==> src/pbm_pkg.sv <==
/*
 * Constants for the upper-half port pin block: register offsets, field
 * positions and reset values.
 * Assumes an 8-bit register port with a 4-bit address.
 */
package pbm_pkg;
   localparam int ADDR_W = 4;
   localparam int DATA_W = 8;
   localparam int NPINS = 4;
   localparam int PIN_LO = 4;
   localparam int PIN_HI = 7;

   // Register offsets
   localparam logic [3:0] OFF_PIN_LEVEL = 4'h0;
   localparam logic [3:0] OFF_OUTPUT_LATCH = 4'h1;
   localparam logic [3:0] OFF_PIN_DIRECTION = 4'h2;
   localparam logic [3:0] OFF_INT_CTL_MAIN = 4'h3;
   localparam logic [3:0] OFF_INT_CTL_SECOND = 4'h4;
   localparam logic [3:0] OFF_INT_CTL_THIRD = 4'h5;
   localparam logic [3:0] OFF_ANALOG_SEL_LOW = 4'h6;
   localparam logic [3:0] OFF_ANALOG_SEL_HIGH = 4'h7;
   localparam logic [3:0] OFF_IRQ_STATUS = 4'h8;
   localparam logic [3:0] OFF_IRQ_MASK = 4'h9;

   // Field positions
   localparam int CTL_MAIN_FLAG_BIT = 0;
   localparam int CTL_MAIN_ENABLE_BIT = 3;
   localparam int CTL_SECOND_PUD_BIT = 7;
   localparam int CTL_SECOND_PRIO_BIT = 0;
   localparam int ANA_PIN4_BIT = 3;
   localparam int STAT_CHANGE_BIT = 0;

   // Index of each pin inside the upper nibble
   localparam int IDX_PIN4 = 0;
   localparam int IDX_PIN5 = 1;
   localparam int IDX_PIN6 = 2;
   localparam int IDX_PIN7 = 3;

   // Reset values
   localparam logic [7:0] RST_LATCH = 8'h00;
   localparam logic [7:0] RST_DIRECTION = 8'hff;
   localparam logic [7:0] RST_CTL = 8'h00;
   localparam logic [7:0] RST_ANALOG = 8'h00;
   localparam logic [7:0] ZERO_BYTE = 8'h00;
   localparam logic [3:0] ZERO_NIB = 4'h0;
endpackage

==> src/pbm_sync.sv <==
/*
 * Three-stage input synchroniser with agreement filter for one pin.
 * Assumes the input is asynchronous to mclk.
 */
`timescale 1ns/1ps
module pbm_sync (
   input wire logic mclk,
   input wire logic rst_n,
   input wire logic async_in,
   output logic level
);
   logic s1;
   logic s2;
   logic s3;

   always_ff @(posedge mclk) begin
      if (!rst_n) begin
         s1 <= 1'b0;
         s2 <= 1'b0;
         s3 <= 1'b0;
      end else begin
         s1 <= async_in;
         s2 <= s1;
         s3 <= s2;
      end
   end

   // Change is accepted only once stages two and three agree
   always_ff @(posedge mclk) begin
      if (!rst_n) begin
         level <= 1'b0;
      end else if (s2 == s3) begin
         level <= s3;
      end
   end
endmodule

==> src/pbm_pin_cell.sv <==
/*
 * Output selection for one pin: drive value, enable and weak pull-up.
 * Assumes override requests are already qualified by the caller.
 */
`timescale 1ns/1ps
module pbm_pin_cell (
   input wire logic mclk,
   input wire logic rst_n,
   input wire logic dir_in,
   input wire logic latch_val,
   input wire logic analog_sel,
   input wire logic pud,
   input wire logic prog_own,
   input wire logic prog_oe,
   input wire logic prog_val,
   input wire logic pmp_en,
   input wire logic pmp_val,
   input wire logic remap_en,
   input wire logic remap_val,
   output logic pin_out,
   output logic pin_oe,
   output logic pullup_en
);
   logic next_out;
   logic next_oe;

   // Priority: programming, then parallel port, then remap, then latch
   always_comb begin
      next_out = latch_val;
      next_oe = ~dir_in;
      if (prog_own) begin
         next_out = prog_val;
         next_oe = prog_oe;
      end else if (pmp_en) begin
         next_out = pmp_val;
      end else if (remap_en) begin
         next_out = remap_val;
      end
   end

   always_ff @(posedge mclk) begin
      if (!rst_n) begin
         pin_out <= 1'b0;
         pin_oe <= 1'b0;
      end else begin
         pin_out <= next_out;
         pin_oe <= next_oe;
      end
   end

   always_ff @(posedge mclk) begin
      if (!rst_n) begin
         pullup_en <= 1'b0;
      end else begin
         pullup_en <= dir_in & ~pud & ~analog_sel & ~prog_own;
      end
   end
endmodule

==> src/pbm_port_upper.sv <==
/*
 * Upper half (pins 4 to 7) of the general-purpose port: direction,
 * latch, read-back, pull-ups, analog default, change interrupt, parallel
 * port address, remappable slots and programming pins.
 * Assumes an 8-bit register port on mclk with read data one cycle later,
 * and that pins arrive asynchronously.
 */
// The plain strobed port and the register addresses are this design's own decisions.
//
// Operation
// - An input pin gets its weak pull-up while the pull-up disable bit is clear.
// - A pin selected as analog has its pull-up and digital input path off.
// - An output pin is driven from its latch bit, unaffected by analog selection.
// - Analog-capable pins come up analog after reset; software selects digital first.
// - Programming or debug mode removes every other function from the two programming pins.
// - In that mode the data pin is serial in and out, its direction set by debug logic.
// - With the slave port in use, input pins 4 and 5 feed the slave port address.
// - With the master port in use, output pins 4 and 5 drive address bits 1 and 0.
// - The small package has no parallel port address function on these pins.
// - Input pins 4 to 7 feed remappable peripheral inputs seven to ten.
// - Output pins 4 to 7 are driven by the peripheral output mapped to slots seven to ten.
`timescale 1ns/1ps
module pbm_port_upper (
   input wire logic mclk,
   input wire logic rst_n,
   input wire logic [3:0] reg_addr,
   input wire logic [7:0] reg_wdata,
   input wire logic reg_wr,
   input wire logic reg_rd,
   output logic [7:0] reg_rdata,
   output logic irq,
   output logic change_irq_priority,
   input wire logic [3:0] pin_in,
   output logic [3:0] pin_out,
   output logic [3:0] pin_oe,
   output logic [3:0] pullup_en,
   input wire logic small_package,
   input wire logic par_slave_en,
   input wire logic par_master_en,
   input wire logic par_port_addr_1,
   input wire logic par_port_addr_0,
   output logic [1:0] par_slave_addr,
   output logic [3:0] remap_in,
   input wire logic [3:0] remap_out_en,
   input wire logic [3:0] remap_out,
   input wire logic serial_programming_mode,
   input wire logic debug_mode,
   output logic prog_clock_in,
   output logic prog_data_in,
   input wire logic prog_data_out,
   input wire logic prog_data_oe
);
   logic [7:0] output_latch;
   logic [7:0] pin_direction;
   logic [7:0] interrupt_control_main;
   logic [7:0] interrupt_control_second;
   logic [7:0] interrupt_control_third;
   logic [7:0] analog_select_low;
   logic [7:0] analog_select_high;
   logic change_irq_flag;

   logic [3:0] level;
   logic [3:0] prev_level;
   logic [3:0] prev_watch;
   logic [3:0] dir_up;
   logic [3:0] latch_up;
   logic [3:0] analog;
   logic [3:0] prog_own;
   logic [3:0] digital_ok;
   logic [3:0] watch;
   logic [3:0] pmp_drive;
   logic [3:0] pmp_val;
   logic [3:0] remap_drive;
   logic [3:0] prog_oe_v;
   logic [3:0] prog_val_v;
   logic prog_active;
   logic pmp_allowed;
   logic pud;
   logic change_irq_enable;
   logic change_event;
   logic flag_clear;
   logic [7:0] next_rdata;

   localparam int PIN_LO = pbm_pkg::PIN_LO;
   localparam int PIN_HI = pbm_pkg::PIN_HI;

   assign dir_up = pin_direction[PIN_HI:PIN_LO];
   assign latch_up = output_latch[PIN_HI:PIN_LO];
   assign pud = interrupt_control_second[pbm_pkg::CTL_SECOND_PUD_BIT];
   assign change_irq_enable = interrupt_control_main[pbm_pkg::CTL_MAIN_ENABLE_BIT];
   assign change_irq_priority = interrupt_control_second[pbm_pkg::CTL_SECOND_PRIO_BIT];

   // Only pin 4 is analog capable; select bit clear means analog
   assign analog = {3'h0, ~analog_select_high[pbm_pkg::ANA_PIN4_BIT]};

   // Programming pins belong to the debug logic alone
   assign prog_active = serial_programming_mode | debug_mode;
   assign prog_own = {prog_active, prog_active, 2'h0};

   // Digital input path off for analog or claimed pins
   assign digital_ok = ~analog & ~prog_own;
   assign watch = dir_up & digital_ok;

   // No parallel port address in the small package
   assign pmp_allowed = ~small_package;

   // Pin 4 carries address bit 1, pin 5 address bit 0
   assign pmp_drive = {2'h0, {2{par_master_en & pmp_allowed}} & ~dir_up[1:0]};
   assign pmp_val = {2'h0, par_port_addr_0, par_port_addr_1};

   // Mapped peripheral outputs on output pins
   assign remap_drive = remap_out_en & ~dir_up;

   // Only the data pin may be driven by the debug logic
   assign prog_oe_v = {prog_data_oe, 3'h0};
   assign prog_val_v = {prog_data_out, 3'h0};

   genvar gi;
   generate
      for (gi = 0; gi < pbm_pkg::NPINS; gi++) begin : g_pin
         pbm_sync u_sync (
            .mclk(mclk),
            .rst_n(rst_n),
            .async_in(pin_in[gi]),
            .level(level[gi])
         );
         pbm_pin_cell u_cell (
            .mclk(mclk),
            .rst_n(rst_n),
            .dir_in(dir_up[gi]),
            .latch_val(latch_up[gi]),
            .analog_sel(analog[gi]),
            .pud(pud),
            .prog_own(prog_own[gi]),
            .prog_oe(prog_oe_v[gi]),
            .prog_val(prog_val_v[gi]),
            .pmp_en(pmp_drive[gi]),
            .pmp_val(pmp_val[gi]),
            .remap_en(remap_drive[gi]),
            .remap_val(remap_out[gi]),
            .pin_out(pin_out[gi]),
            .pin_oe(pin_oe[gi]),
            .pullup_en(pullup_en[gi])
         );
      end
   endgenerate

   // Peripheral-facing inputs registered as data outputs
   always_ff @(posedge mclk) begin
      if (!rst_n) begin
         remap_in <= pbm_pkg::ZERO_NIB;
      end else begin
         // Input pins feed remap slots seven to ten
         remap_in <= level & watch;
      end
   end

   always_ff @(posedge mclk) begin
      if (!rst_n) begin
         par_slave_addr <= 2'h0;
      end else begin
         // Slave address from input pins 4 and 5
         if (par_slave_en && pmp_allowed) begin
            par_slave_addr <= {level[pbm_pkg::IDX_PIN4] & watch[pbm_pkg::IDX_PIN4],
                               level[pbm_pkg::IDX_PIN5] & watch[pbm_pkg::IDX_PIN5]};
         end else begin
            par_slave_addr <= 2'h0;
         end
      end
   end

   always_ff @(posedge mclk) begin
      if (!rst_n) begin
         prog_clock_in <= 1'b0;
         prog_data_in <= 1'b0;
      end else begin
         // Serial data input while in programming mode
         prog_clock_in <= level[pbm_pkg::IDX_PIN6] & prog_active;
         prog_data_in <= level[pbm_pkg::IDX_PIN7] & prog_active;
      end
   end

   // Reference compared every cycle; enable must hold two cycles so a
   // direction or mode change does not fake a pin change
   always_ff @(posedge mclk) begin
      if (!rst_n) begin
         prev_level <= pbm_pkg::ZERO_NIB;
         prev_watch <= pbm_pkg::ZERO_NIB;
      end else begin
         prev_level <= level;
         prev_watch <= watch;
      end
   end

   // Change on a watched input pin
   assign change_event = |((level ^ prev_level) & watch & prev_watch);
   assign flag_clear = reg_wr && (reg_addr == pbm_pkg::OFF_IRQ_STATUS) &&
                       reg_wdata[pbm_pkg::STAT_CHANGE_BIT];

   always_ff @(posedge mclk) begin
      if (!rst_n) begin
         change_irq_flag <= 1'b0;
      end else if (change_event) begin
         // Set wins over a clear in the same cycle
         change_irq_flag <= 1'b1;
      end else if (flag_clear) begin
         change_irq_flag <= 1'b0;
      end
   end

   assign irq = change_irq_flag & change_irq_enable;

   always_ff @(posedge mclk) begin
      if (!rst_n) begin
         output_latch <= pbm_pkg::RST_LATCH;
      end else if (reg_wr && (reg_addr == pbm_pkg::OFF_PIN_LEVEL ||
                              reg_addr == pbm_pkg::OFF_OUTPUT_LATCH)) begin
         output_latch <= reg_wdata;
      end
   end

   always_ff @(posedge mclk) begin
      if (!rst_n) begin
         pin_direction <= pbm_pkg::RST_DIRECTION;
      end else if (reg_wr && reg_addr == pbm_pkg::OFF_PIN_DIRECTION) begin
         pin_direction <= reg_wdata;
      end
   end

   // Enable bit shared by the main control and the mask register
   always_ff @(posedge mclk) begin
      if (!rst_n) begin
         interrupt_control_main <= pbm_pkg::RST_CTL;
      end else if (reg_wr && reg_addr == pbm_pkg::OFF_INT_CTL_MAIN) begin
         interrupt_control_main <= reg_wdata;
      end else if (reg_wr && reg_addr == pbm_pkg::OFF_IRQ_MASK) begin
         interrupt_control_main[pbm_pkg::CTL_MAIN_ENABLE_BIT] <=
            reg_wdata[pbm_pkg::STAT_CHANGE_BIT];
      end
   end

   always_ff @(posedge mclk) begin
      if (!rst_n) begin
         interrupt_control_second <= pbm_pkg::RST_CTL;
      end else if (reg_wr && reg_addr == pbm_pkg::OFF_INT_CTL_SECOND) begin
         interrupt_control_second <= reg_wdata;
      end
   end

   always_ff @(posedge mclk) begin
      if (!rst_n) begin
         interrupt_control_third <= pbm_pkg::RST_CTL;
      end else if (reg_wr && reg_addr == pbm_pkg::OFF_INT_CTL_THIRD) begin
         interrupt_control_third <= reg_wdata;
      end
   end

   // Analog selection reset to all analog
   always_ff @(posedge mclk) begin
      if (!rst_n) begin
         analog_select_low <= pbm_pkg::RST_ANALOG;
         analog_select_high <= pbm_pkg::RST_ANALOG;
      end else if (reg_wr && reg_addr == pbm_pkg::OFF_ANALOG_SEL_LOW) begin
         analog_select_low <= reg_wdata;
      end else if (reg_wr && reg_addr == pbm_pkg::OFF_ANALOG_SEL_HIGH) begin
         analog_select_high <= reg_wdata;
      end
   end

   always_comb begin
      next_rdata = pbm_pkg::ZERO_BYTE;
      case (reg_addr)
         // Pin states; lower pins live elsewhere
         pbm_pkg::OFF_PIN_LEVEL: next_rdata = {level & digital_ok, pbm_pkg::ZERO_NIB};
         pbm_pkg::OFF_OUTPUT_LATCH: next_rdata = output_latch;
         pbm_pkg::OFF_PIN_DIRECTION: next_rdata = pin_direction;
         pbm_pkg::OFF_INT_CTL_MAIN: begin
            next_rdata = interrupt_control_main;
            next_rdata[pbm_pkg::CTL_MAIN_FLAG_BIT] = change_irq_flag;
         end
         pbm_pkg::OFF_INT_CTL_SECOND: next_rdata = interrupt_control_second;
         pbm_pkg::OFF_INT_CTL_THIRD: next_rdata = interrupt_control_third;
         pbm_pkg::OFF_ANALOG_SEL_LOW: next_rdata = analog_select_low;
         pbm_pkg::OFF_ANALOG_SEL_HIGH: next_rdata = analog_select_high;
         pbm_pkg::OFF_IRQ_STATUS: next_rdata[pbm_pkg::STAT_CHANGE_BIT] = change_irq_flag;
         pbm_pkg::OFF_IRQ_MASK: next_rdata[pbm_pkg::STAT_CHANGE_BIT] = change_irq_enable;
         default: next_rdata = pbm_pkg::ZERO_BYTE;
      endcase
   end

   // Read data only in the cycle after the strobe
   always_ff @(posedge mclk) begin
      if (!rst_n) begin
         reg_rdata <= pbm_pkg::ZERO_BYTE;
      end else if (reg_rd) begin
         reg_rdata <= next_rdata;
      end else begin
         reg_rdata <= pbm_pkg::ZERO_BYTE;
      end
   end
endmodule

==> config.mk <==
export PLATFORM = sky130hd
export DESIGN_NAME = pbm_port_upper
export DESIGN_NICKNAME = d
export VERILOG_FILES = /design/src/pbm_pkg.sv /design/src/pbm_sync.sv /design/src/pbm_pin_cell.sv /design/src/pbm_port_upper.sv
export SDC_FILE = /design/constraint.sdc
export NUM_CORES = 1
export LEC_CHECK = 0
export ABC_AREA = 1
export ABC_CLOCK_PERIOD_IN_PS = 1450
export BUFFER_PORTS_ARGS = -buffer_cell sky130_fd_sc_hd__buf_2
export CELL_PAD_IN_SITES_DETAIL_PLACEMENT = 0
export CELL_PAD_IN_SITES_GLOBAL_PLACEMENT = 1
export CORE_AREA = 2 2 111 124
export DETAILED_ROUTE_END_ITERATION = 10
export DIE_AREA = 0 0 113 126
export PLACE_DENSITY_LB_ADDON = 0.1
export SLEW_MARGIN = 20
export SYNTH_ARGS = -nofsm -noshare
export SYNTH_HDL_FRONTEND = slang
export SYNTH_SLANG_ARGS = --single-unit
==> constraint.sdc <==
create_clock -name mclk -period 1.45 [get_ports mclk]
set_input_delay 0.0725 -clock mclk [delete_from_list [all_inputs] [get_ports mclk]]
set_output_delay 0.0725 -clock mclk [all_outputs]
set_load 0.01 [all_outputs]
### Word level (Yosys, flattened, before mapping)

Index checks and enable logic that the tools add are counted.

* input bits: 37
* register bits: 109

* muxes and demuxes: 14
* eq/ne operators: 13
* bitwise logic cells: 37
* reduce and logical (&&, ||, !) cells: 21

Operators by type and width (count)
* 7-bit case mux with 8 select lines: 1
* 4-bit AND: 7
* 4-bit by 3-bit == test with 1-bit output (second input constant): 4
* 1-bit AND: 13
* 1-bit two-way mux: 12
* 1-bit logical AND: 11
* 1-bit inverter: 10
* 4-bit by 2-bit == test with 1-bit output (second input constant): 2
* 4-bit == test (second input constant): 2
* 4-bit inverter: 2
* 1-bit case mux with 8 select lines: 1
* 2-bit AND reduction: 3
* 1-bit == test: 4
* 4-bit by 1-bit == test with 1-bit output (second input constant): 1
* 4-bit zero test: 1
* 1-bit inverter with 4-bit output: 1
* 2-bit nonzero test: 2
* 2-bit OR reduction: 2
* 4-bit OR reduction: 1
* 4-bit XOR: 1
* 2-bit AND: 1
* 2-bit inverter: 1
* 1-bit logical OR: 1
* 1-bit bitwise OR: 1

### Longest topological paths before layout

Gate-level depths: netlist of run 1.

* word-level depth: 8
* depth in mapped cells: 9
* gate-level depth less buffers: 9

### Cells and area by module

A second synthesis of run 1 with hierarchy kept.

* cells, all modules: 602
* area, all modules: 4443.0 um^2

Modules (own cells, without submodules)
* pbm_port_upper: area each 3432.0 um^2, times used 1, seq. area each 1601.5 um^2, cells an instance 474
* pbm_pin_cell: area each 136.4 um^2, times used 4, seq. area each 60.1 um^2, cells an instance 19
* pbm_sync: area each 116.4 um^2, times used 4, seq. area each 80.1 um^2, cells an instance 13

### Worst setup path after synthesis of run 1

No wires, ideal clock.

* path type: input to register
* start: in reg_addr[3]
* end: reg pin_direction[1]
* data arrival time: 0.942 ns
* setup slack: 0.370 ns
* stages on the path: 5
* path through: nor2_1 -> nand2_1 -> nor2_4 -> buf_4 -> o211ai_1

* word-level cells in the longest chain between the ends: 2

RTL lines
* start: declaration: RTL line pbm_port_upper.sv:26 `input wire logic [3:0] reg_addr,`
* 4-bit by 2-bit == test with 1-bit output: RTL line pbm_port_upper.sv:225 `end else if (reg_wr && reg_addr == pbm_pkg::OFF_PIN_DIRECTION) begin`
* 1-bit logical AND: RTL line pbm_port_upper.sv:225
* end signal: assignment: RTL line pbm_port_upper.sv:224 `pin_direction <= pbm_pkg::RST_DIRECTION;`
* end signal: assignment: RTL line pbm_port_upper.sv:226 `pin_direction <= reg_wdata;`
* end: declaration: RTL line pbm_port_upper.sv:54 `logic [7:0] pin_direction;`

No other way between the ends.
A chain may end at the register's enable or synchronous reset.

### Worst setup path after layout of run 1

* start: reg pin_direction[6]
* end: reg g_pin[2].u_cell.pin_out

* word-level cells in the longest chain between the ends: 3

RTL lines
* 4-bit inverter: RTL line pbm_port_upper.sv:112 `assign remap_drive = remap_out_en & ~dir_up;`
* 4-bit AND: RTL line pbm_port_upper.sv:112
* 1-bit two-way mux: RTL line pbm_pin_cell.sv:36 `end else if (remap_en) begin`
* end signal: assignment: RTL line pbm_pin_cell.sv:46 `pin_out <= next_out;`
* end: declaration: RTL line pbm_pin_cell.sv:20 `output logic pin_out,`

No other way between the ends.

==> results of run 1 <==
-- worst min-delay path, cell delays in order --
cell and delay, ns:
buf_2 0.15, nand2_1 0.07, inv_1 0.03
-- routing by layer --
layer / wire, um / GRT usage / vias up / share of wire
li1: - / - / 1976 / -
met1: 5637 / 0.2282 / 1761 / 0.46
met2: 5963 / 0.3142 / 96 / 0.48
met3: 517 / 0.02743 / 15 / 0.042
met4: 247 / 0.07030 / 0 / 0.020
met5: 0 / 0 / - / 0
-- placed cells by master (no fill, tap or decap), types with 8 or more instances in the layout --
master         count
a21oi_1           52
buf_2             66
buf_4             19
clkbuf_16          9
dfxtp_1          107
dlygate4sd3_1     15
inv_1             54
nand2_1          137
nand3_1           45
nor2_1            71
o211ai_1           8
o21ai_0           40
-- report_power, final --
| part | internal [mW] | switching, mW |
|---|---|---|
| sequential | 3.03 | 0.0267 |
| combinational | 0.154 | 0.260 |
| clock | 1.19 | 1.19 |
-- path summary, 6_finish.rpt --
| check | depth (start not counted) | startpoint | end | slack, ns |
|---|---|---|---|---|
| worst min register to register | 2 | g_pin[1].u_sync.s1$_SDFF_PN0_ | g_pin[1].u_sync.s2$_SDFF_PN0_ | 0.42 |
| worst max register to register | 5 | pin_direction[6]$_SDFFE_PN1P_ | g_pin[2].u_cell.pin_out$_SDFF_PP0_ | 0.08 |
| worst min-delay path | 3 | rst_n | g_pin[3].u_sync.s2$_SDFF_PN0_ | 0.009 |
| worst max-delay path | 5 | pin_direction[6]$_SDFFE_PN1P_ | g_pin[2].u_cell.pin_out$_SDFF_PP0_ | 0.08 |
-- area by class of cell --
cell class | count | area [sq um] | share of cell area
tap | 161 | 201.4 | 0.03858
clock buffer | 9 | 225.2 | 0.04313
timing repair buffer | 103 | 683.2 | 0.1308
multi-input combinational | 374 | 1685 | 0.3228
clock inverter | 7 | 56.30 | 0.01078
inverter | 55 | 206.4 | 0.03954
sequential | 108 | 2163 | 0.4143
-- stage by stage --
| stage | hold slack, ns | power [mW] | instance area [sq um] | instances | utilization |
|---|---|---|---|---|---|
| finish | 0.009218 | 5.845 | 5221 | 817 | 0.4019 |
| global route | 0.01466 | 6.104 | 5221 | 817 | 0.4019 |
| CTS | 0.0006755 | 5.932 | 5220 | 817 | 0.4018 |
| detailed placement | 0.2581 | 3.514 | 4788 | 786 | 0.3685 |
| global placement | 0.2531 | 3.511 | 4788 | 786 | 0.3685 |
| floorplan | 0.1701 | 3.322 | 4229 | 567 | - |
-- registers in the layout, summed over array words and instances (netlist names) --
register                  count
g_pin.u_sync.s1               4
output_latch                  8
prog_data_in                  1
change_irq_flag               1
g_pin.u_cell.pin_oe           4
g_pin.u_sync.s2               4
g_pin.u_sync.level            4
g_pin.u_cell.pullup_en        4
par_slave_addr                2
interrupt_control_third       8
analog_select_low             8
remap_in                      4
analog_select_high            8
prev_level                    4
reg_rdata                     8
interrupt_control_second      8
g_pin.u_sync.s3               4
g_pin.u_cell.pin_out          4
prev_watch                    4
interrupt_control_main        7
prog_clock_in                 1
pin_direction                 8
-- logic make-up after synthesis --
group / count (synthesis)
buffers and inverters: 85
AO/OA/AOI/OAI: 106
flip-flops: 108
AND/OR/NAND/NOR: 265
XOR/XNOR: 3
-- what timing repair did --
item | CTS | global route
gates resized for setup | 0 | 2
hold buffers | 15 | 0
setup endpoints to repair | 0 | 2
hold endpoints to repair | 11 | 0
==> out/results.tsv, run 1 <==
stage	metric	value	unit
status	outcome	complete, but fails checks	
status	failing checks	design-rule violations	
synth	Synth Area in Compound Gates	0.1331	
sta	Slew HR	0.7361	
synth	dominant cell by count in the synthesized netlist	nand2_1	
sta	Worst Tran Pin Value	0.3950	ns
route	Pre-antenna DRT Iters	7	
route	Routed Antenna Nets	0	
sta	max-slew violations	0	
sta	Setup Skew	0.006616	ns
pwr	leakage power	2.432	nW
synth	Post-Syn Instances	567	
route	DR DRC count	7	
synth	XOR/XNOR Fraction of Synth Area	0.006213	
global_route	largest net degree at the start of global routing	34	
global_route	first-pass GRT wire length	19.97	mm
synth	synth unique cells	19	
critical_path	crit path DAT	1.66	ns
critical_path	Crit path required time	1.74	ns
clock_network	post-CTS setup buffer count	0	
synth	ys flop type	dfxtp_1	
critical_path	Crit Path Class	flop to flop	
critical_path	Critical Path Fanout Max	5	
global_route	grt total ovfl	0	
floorplan	I/O pin cnt	67	
sta	final setup violation count	0	
place	dpl hpwl	9.123	mm
synth	synthesis-stage register bit count	108	
clock_network	CTS Buf Count	9	
place	worst slack at placement	0.1468	ns
clock_network	clock latency on the worst-skew pair	0.36	ns
sta	Fin. Hold Viols	0	
finish	layout cells sized above 1	0.1707	
floorplan	Initial Util	0.3255	
synth	leading area contributor after synthesis	dfxtp_1	
synth	Post-synth EDFFs	0	
pwr	Power Dens Cells	1119	mW/mm^2
pwr	worst vdd ir	0.0004520	V
synth	Post-Syn Area per Cell	7.459	sq um
clock_network	CTS Sinks	108	
place	port buffer count	66	
floorplan	die area	0.01424	sq mm
clock_network	Clock Tree Root	clkbuf_16	
critical_path	CP max stage delay	0.56	ns
clock_network	CTS Buffer Depth	2	
floorplan	Std-Cell Rows	44	
synth	most instantiated cells after synthesis	nand2_1, dfxtp_1, nor2_1	
synth	Post-Synth Simple-Gate Area	0.2592	
finish	Area growth, synth to finish	23.46	%
critical_path	critical path, cell by cell	inv_1, buf_4, nand3_1, dlygate4sd3_1, a21oi_1	
synth	synthesized net count	604	
sta	Tmin final	1.366	ns
flow_run	max_cap viols	0	
sta	setup_tns	0	ns
floorplan	die span in x	113	um
critical_path	Startpoint Class	flop	
sta	RSZ-0062 raised after global routing	false	
worst_hold_path	Hold WC Path Type	input port to flop	
global_route	GRT Overall Usage	0.1820	
route	routed len/inst	15.13	um
critical_path	Top Family by Delay on Critical Path	buffers and inverters	
clock_network	CTS tree	built	
critical_path	Worst path slowest cell	dlygate4sd3_1	
floorplan	Die Y	126	um
sta	FMAX	732.1	MHz
synth	Seq/Total Area, Yosys	0.5112	
route	Starting DRT DRC Count	195	
synth	fraction of synthesized area in multiplexers	0	
critical_path	Critical path buffers and inverters	3	
synth	Post-Syn Area	0.004229	sq mm
clock_network	Clock transition at path regs	0.07	ns
route	DR vias	3848	
finish	Antenna diodes	0	
synth	synth warn	0	
critical_path	CP Capture Type	flop	
synth	Area contributors post-synth	dfxtp_1, nand2_1, nor2_1	
finish	# nets final	688	
synth	Synth Area in Adders	0	
clock_network	htree depth	3	
synth	Post-synth ARST share	0	
synth	largest family of logic cells by synthesized area	simple AND/OR/NAND/NOR gates	
route	WL final	12.37	mm
floorplan	core region area	0.01299	sq mm
global_route	initial antenna violation count	0	
finish	Fill cells	1394	
global_route	vias in the first global route	3789	
sta	final worst-path cycle share	0.9420	
route	Vias/cell	4.710	
sta	Final Worst Setup Slack	0.08407	ns
synth	share of the synthesized area in the top cell type	0.5112	
place	Routability Congestion	0.8611	
(Power assumes the default switching activity.)
==> run 2, diff against run 1 <==
--- a/config.mk
+++ b/config.mk
@@ -10,11 +10,13 @@
 export BUFFER_PORTS_ARGS = -buffer_cell sky130_fd_sc_hd__buf_2
 export CELL_PAD_IN_SITES_DETAIL_PLACEMENT = 0
 export CELL_PAD_IN_SITES_GLOBAL_PLACEMENT = 1
-export CORE_AREA = 2 2 111 124
+export CORE_AREA = 2 2 114 127
+export CTS_CLUSTER_SIZE = 30
 export DETAILED_ROUTE_END_ITERATION = 10
-export DIE_AREA = 0 0 113 126
+export DIE_AREA = 0 0 116 129
 export PLACE_DENSITY_LB_ADDON = 0.1
 export SLEW_MARGIN = 20
 export SYNTH_ARGS = -nofsm -noshare
 export SYNTH_HDL_FRONTEND = slang
+export SYNTH_HIERARCHICAL = 1
 export SYNTH_SLANG_ARGS = --single-unit
==> run 2 against run 1 <==
The run now ends clean. Sequential power hardly changed. Flip-flop and latch count stayed put. Count of clock-buffer cells in the layout is 1 higher. Final cell count is 9.7% higher. Critical path type unchanged.
==> out/results.tsv, run 2 <==
stage	metric	value	unit
place	port buffer count	66	
pwr	Comb power frac	0.080	
floorplan	I/O pin cnt	67	
critical_path	R2R setup slack	0.29	ns
synth	Post-Syn Instances	602	
critical_path	CP Capture Type	flop	
sta	final worst-path cycle share	0.7979	
synth	Seq/Total Area, Yosys	0.4866	
pwr	leakage power	2.458	nW
sta	Fin. Hold Viols	0	
synth	synth unique cells	28	
sta	Tmin final	1.157	ns
clock_network	post_cts resized	0	
status	outcome	completed	
finish	Fill cells	1499	
synth	most instantiated cells after synthesis	nand2_1, dfxtp_1, inv_1	
clock_network	Clock Tree Root	clkbuf_16	
route	Starting DRT DRC Count	175	
worst_hold_path	Hold WC Path Type	input port to flop	
route	Routed Antenna Nets	0	
synth	Post-Syn Area	0.004443	sq mm
finish	layout cells sized above 1	0.1780	
finish	most common cell after layout, fill and taps aside	nand2_1	
floorplan	Initial Util	0.3261	
global_route	GRT Overall Usage	0.1726	
critical_path	crit path DAT	1.45	ns
global_route	initial antenna violation count	0	
floorplan	Die Y	129	um
critical_path	Critical Path Fanout Max	5	
finish	final std cells w/o fill	896	
critical_path	Crit path required time	1.75	ns
sta	setup_tns	0	ns
flow_run	max_cap viols	0	
pwr	P_int	4.426	mW
sta	final setup violation count	0	
place	Cell Area, Placed	0.005112	sq mm
clock_network	CTS Buf Count	9	
floorplan	die area	0.01496	sq mm
clock_network	CTS hold repair buffers	8	
sta	max-slew violations	0	
clock_network	post-CTS setup buffer count	0	
pwr	worst vdd ir	0.0004285	V
synth	share of the synthesized area in the top cell type	0.4866	
synth	Post-synth ARST share	0	
clock_network	CTS tree	built	
floorplan	core region area	0.01363	sq mm
synth	ys flop type	dfxtp_1	
clock_network	CTS Buffer Depth	2	
pwr	Power Dens Cells	1080	mW/mm^2
critical_path	Crit Path Class	flop to flop	
sta	Setup Skew	0.007598	ns
route	DR vias	4024	
synth	leading area contributor after synthesis	dfxtp_1	
finish	Area growth, synth to finish	23.35	%
sta	FMAX	864.3	MHz
place	dpl hpwl	8.899	mm
clock_network	htree depth	3	
synth	Area contributors post-synth	dfxtp_1, nand2_1, a21oi_1	
global_route	first-pass GRT wire length	19.52	mm
synth	dominant cell by count in the synthesized netlist	nand2_1	
route	Vias/cell	4.491	
place	placed cell count	872	
route	Pre-antenna DRT Iters	5	
place	Routability Congestion	0.8191	
clock_network	Clock transition at path regs	0.07	ns
synth	synthesis-stage register bit count	108	
sta	RSZ-0062 raised after global routing	false	
global_route	grt total ovfl	0	
pwr	Net Sw Frac	0.2525	
global_route	vias in the first global route	3664	
pwr	Psw	1.495	mW
clock_network	clock latency on the worst-skew pair	0.35	ns
global_route	largest net degree at the start of global routing	24	
route	DR DRC count	0	
finish	final instance area	0.005480	sq mm
route	routed len/inst	13.62	um
pwr	clock power share	0.402	
clock_network	CTS Sinks	108	
pwr	sequential power share	0.518	
finish	most frequent cells in the layout	nand2_1, dfxtp_1, inv_1	
sta	worst hold margin	0.01850	ns
floorplan	Std-Cell Rows	45	
route	WL final	12.20	mm
synth	synth warn	6	
floorplan	die span in x	116	um
synth	Post-Syn Area per Cell	7.380	sq um
critical_path	Startpoint Class	flop	
synth	Post-synth EDFFs	0	
finish	# nets final	740	
finish	Antenna diodes	0	
==> run 2: cell types whose count changed after synthesis, moves of 7 or more <==
cell,delta
a21oi_1,+14
o21ai_1,+9
nor2_1,-12
nand2_1,-7
nand3_1,+8
buf_4,-16
inv_1,+22
==> run 2: worst max-delay path, stage by stage (launching register included) <==
cell     delay [ns]
dfxtp_1        0.46
inv_1          0.10
nor2_1         0.20
nand2_1        0.13
nand3_1        0.10
nor2_1         0.04
nor2_1         0.07
==> run 2: layer usage <==
layer | GRT usage | vias up | wire length [um] | part of all wire
li1 | - | 2105 | - | -
met1 | 0.2358 | 1824 | 5887 | 0.48
met2 | 0.2707 | 82 | 5641 | 0.46
met3 | 0.02732 | 13 | 445 | 0.036
met4 | 0.07283 | 0 | 225 | 0.018
met5 | 0 | - | 0 | 0
==> run 2: kinds of logic (layout without fill, tap and decap cells) <==
group / after synthesis / count (layout) / share of synthesized area
xor+xnor: 2 / 2 / 0.003943
simple gates: 271 / 271 / 0.2777
compound gates: 118 / 118 / 0.1346
buf+inv: 102 / 190 / 0.09631
flops: 108 / 108 / 0.4866
other cells: 1 / 19 / 0.0008440
==> run 2: layout make-up <==
class	count	area, sq um	area share
Sequential cell	108	2162	0.3945
Multi-Input combinational cell	410	1921	0.3505
Timing Repair Buffer	91	563.0	0.1027
Inverter	83	311.5	0.05685
Clock buffer	10	239.0	0.04361
Tap cell	188	235.2	0.04292
Clock inverter	6	48.80	0.008904
==> run 2: path summary, 6_finish.rpt <==
path                                  from                            endpoint  cells past startpoint
max          pin_direction[7]$_SDFFE_PN1P_        change_irq_flag$_SDFFE_PN0P_                      6
min                        par_port_addr_0  g_pin[1].u_cell/pin_out$_SDFF_PN0_                      3
max reg2reg  pin_direction[7]$_SDFFE_PN1P_        change_irq_flag$_SDFFE_PN0P_                      6
min reg2reg  g_pin[0].u_sync/s1$_SDFF_PN0_       g_pin[0].u_sync/s2$_SDFF_PN0_                      2
==> run 2: power groups by stage <==
stage                     registers, mW  clock network (mW)  logic [mW]
after CTS                          3.07                2.47       0.477
after global placement             3.13                   0       0.456
after global routing               3.07                2.61       0.533
after detailed placement           3.14                   0       0.460
final                              3.07                2.38       0.473
after floorplan                    3.14                   0       0.243
==> run 2: metrics by stage <==
| stage | worst slack [ns] | power (mW) | utilization |
|---|---|---|---|
| floorplan | 0.4450 | 3.382 | - |
| detailed placement | 0.1182 | 3.596 | 0.3752 |
| global route | 0.2208 | 6.213 | 0.4022 |
| finish | 0.2930 | 5.921 | 0.4022 |
| CTS | 0.2781 | 6.013 | 0.4022 |
| global placement | 0.1332 | 3.591 | 0.3752 |
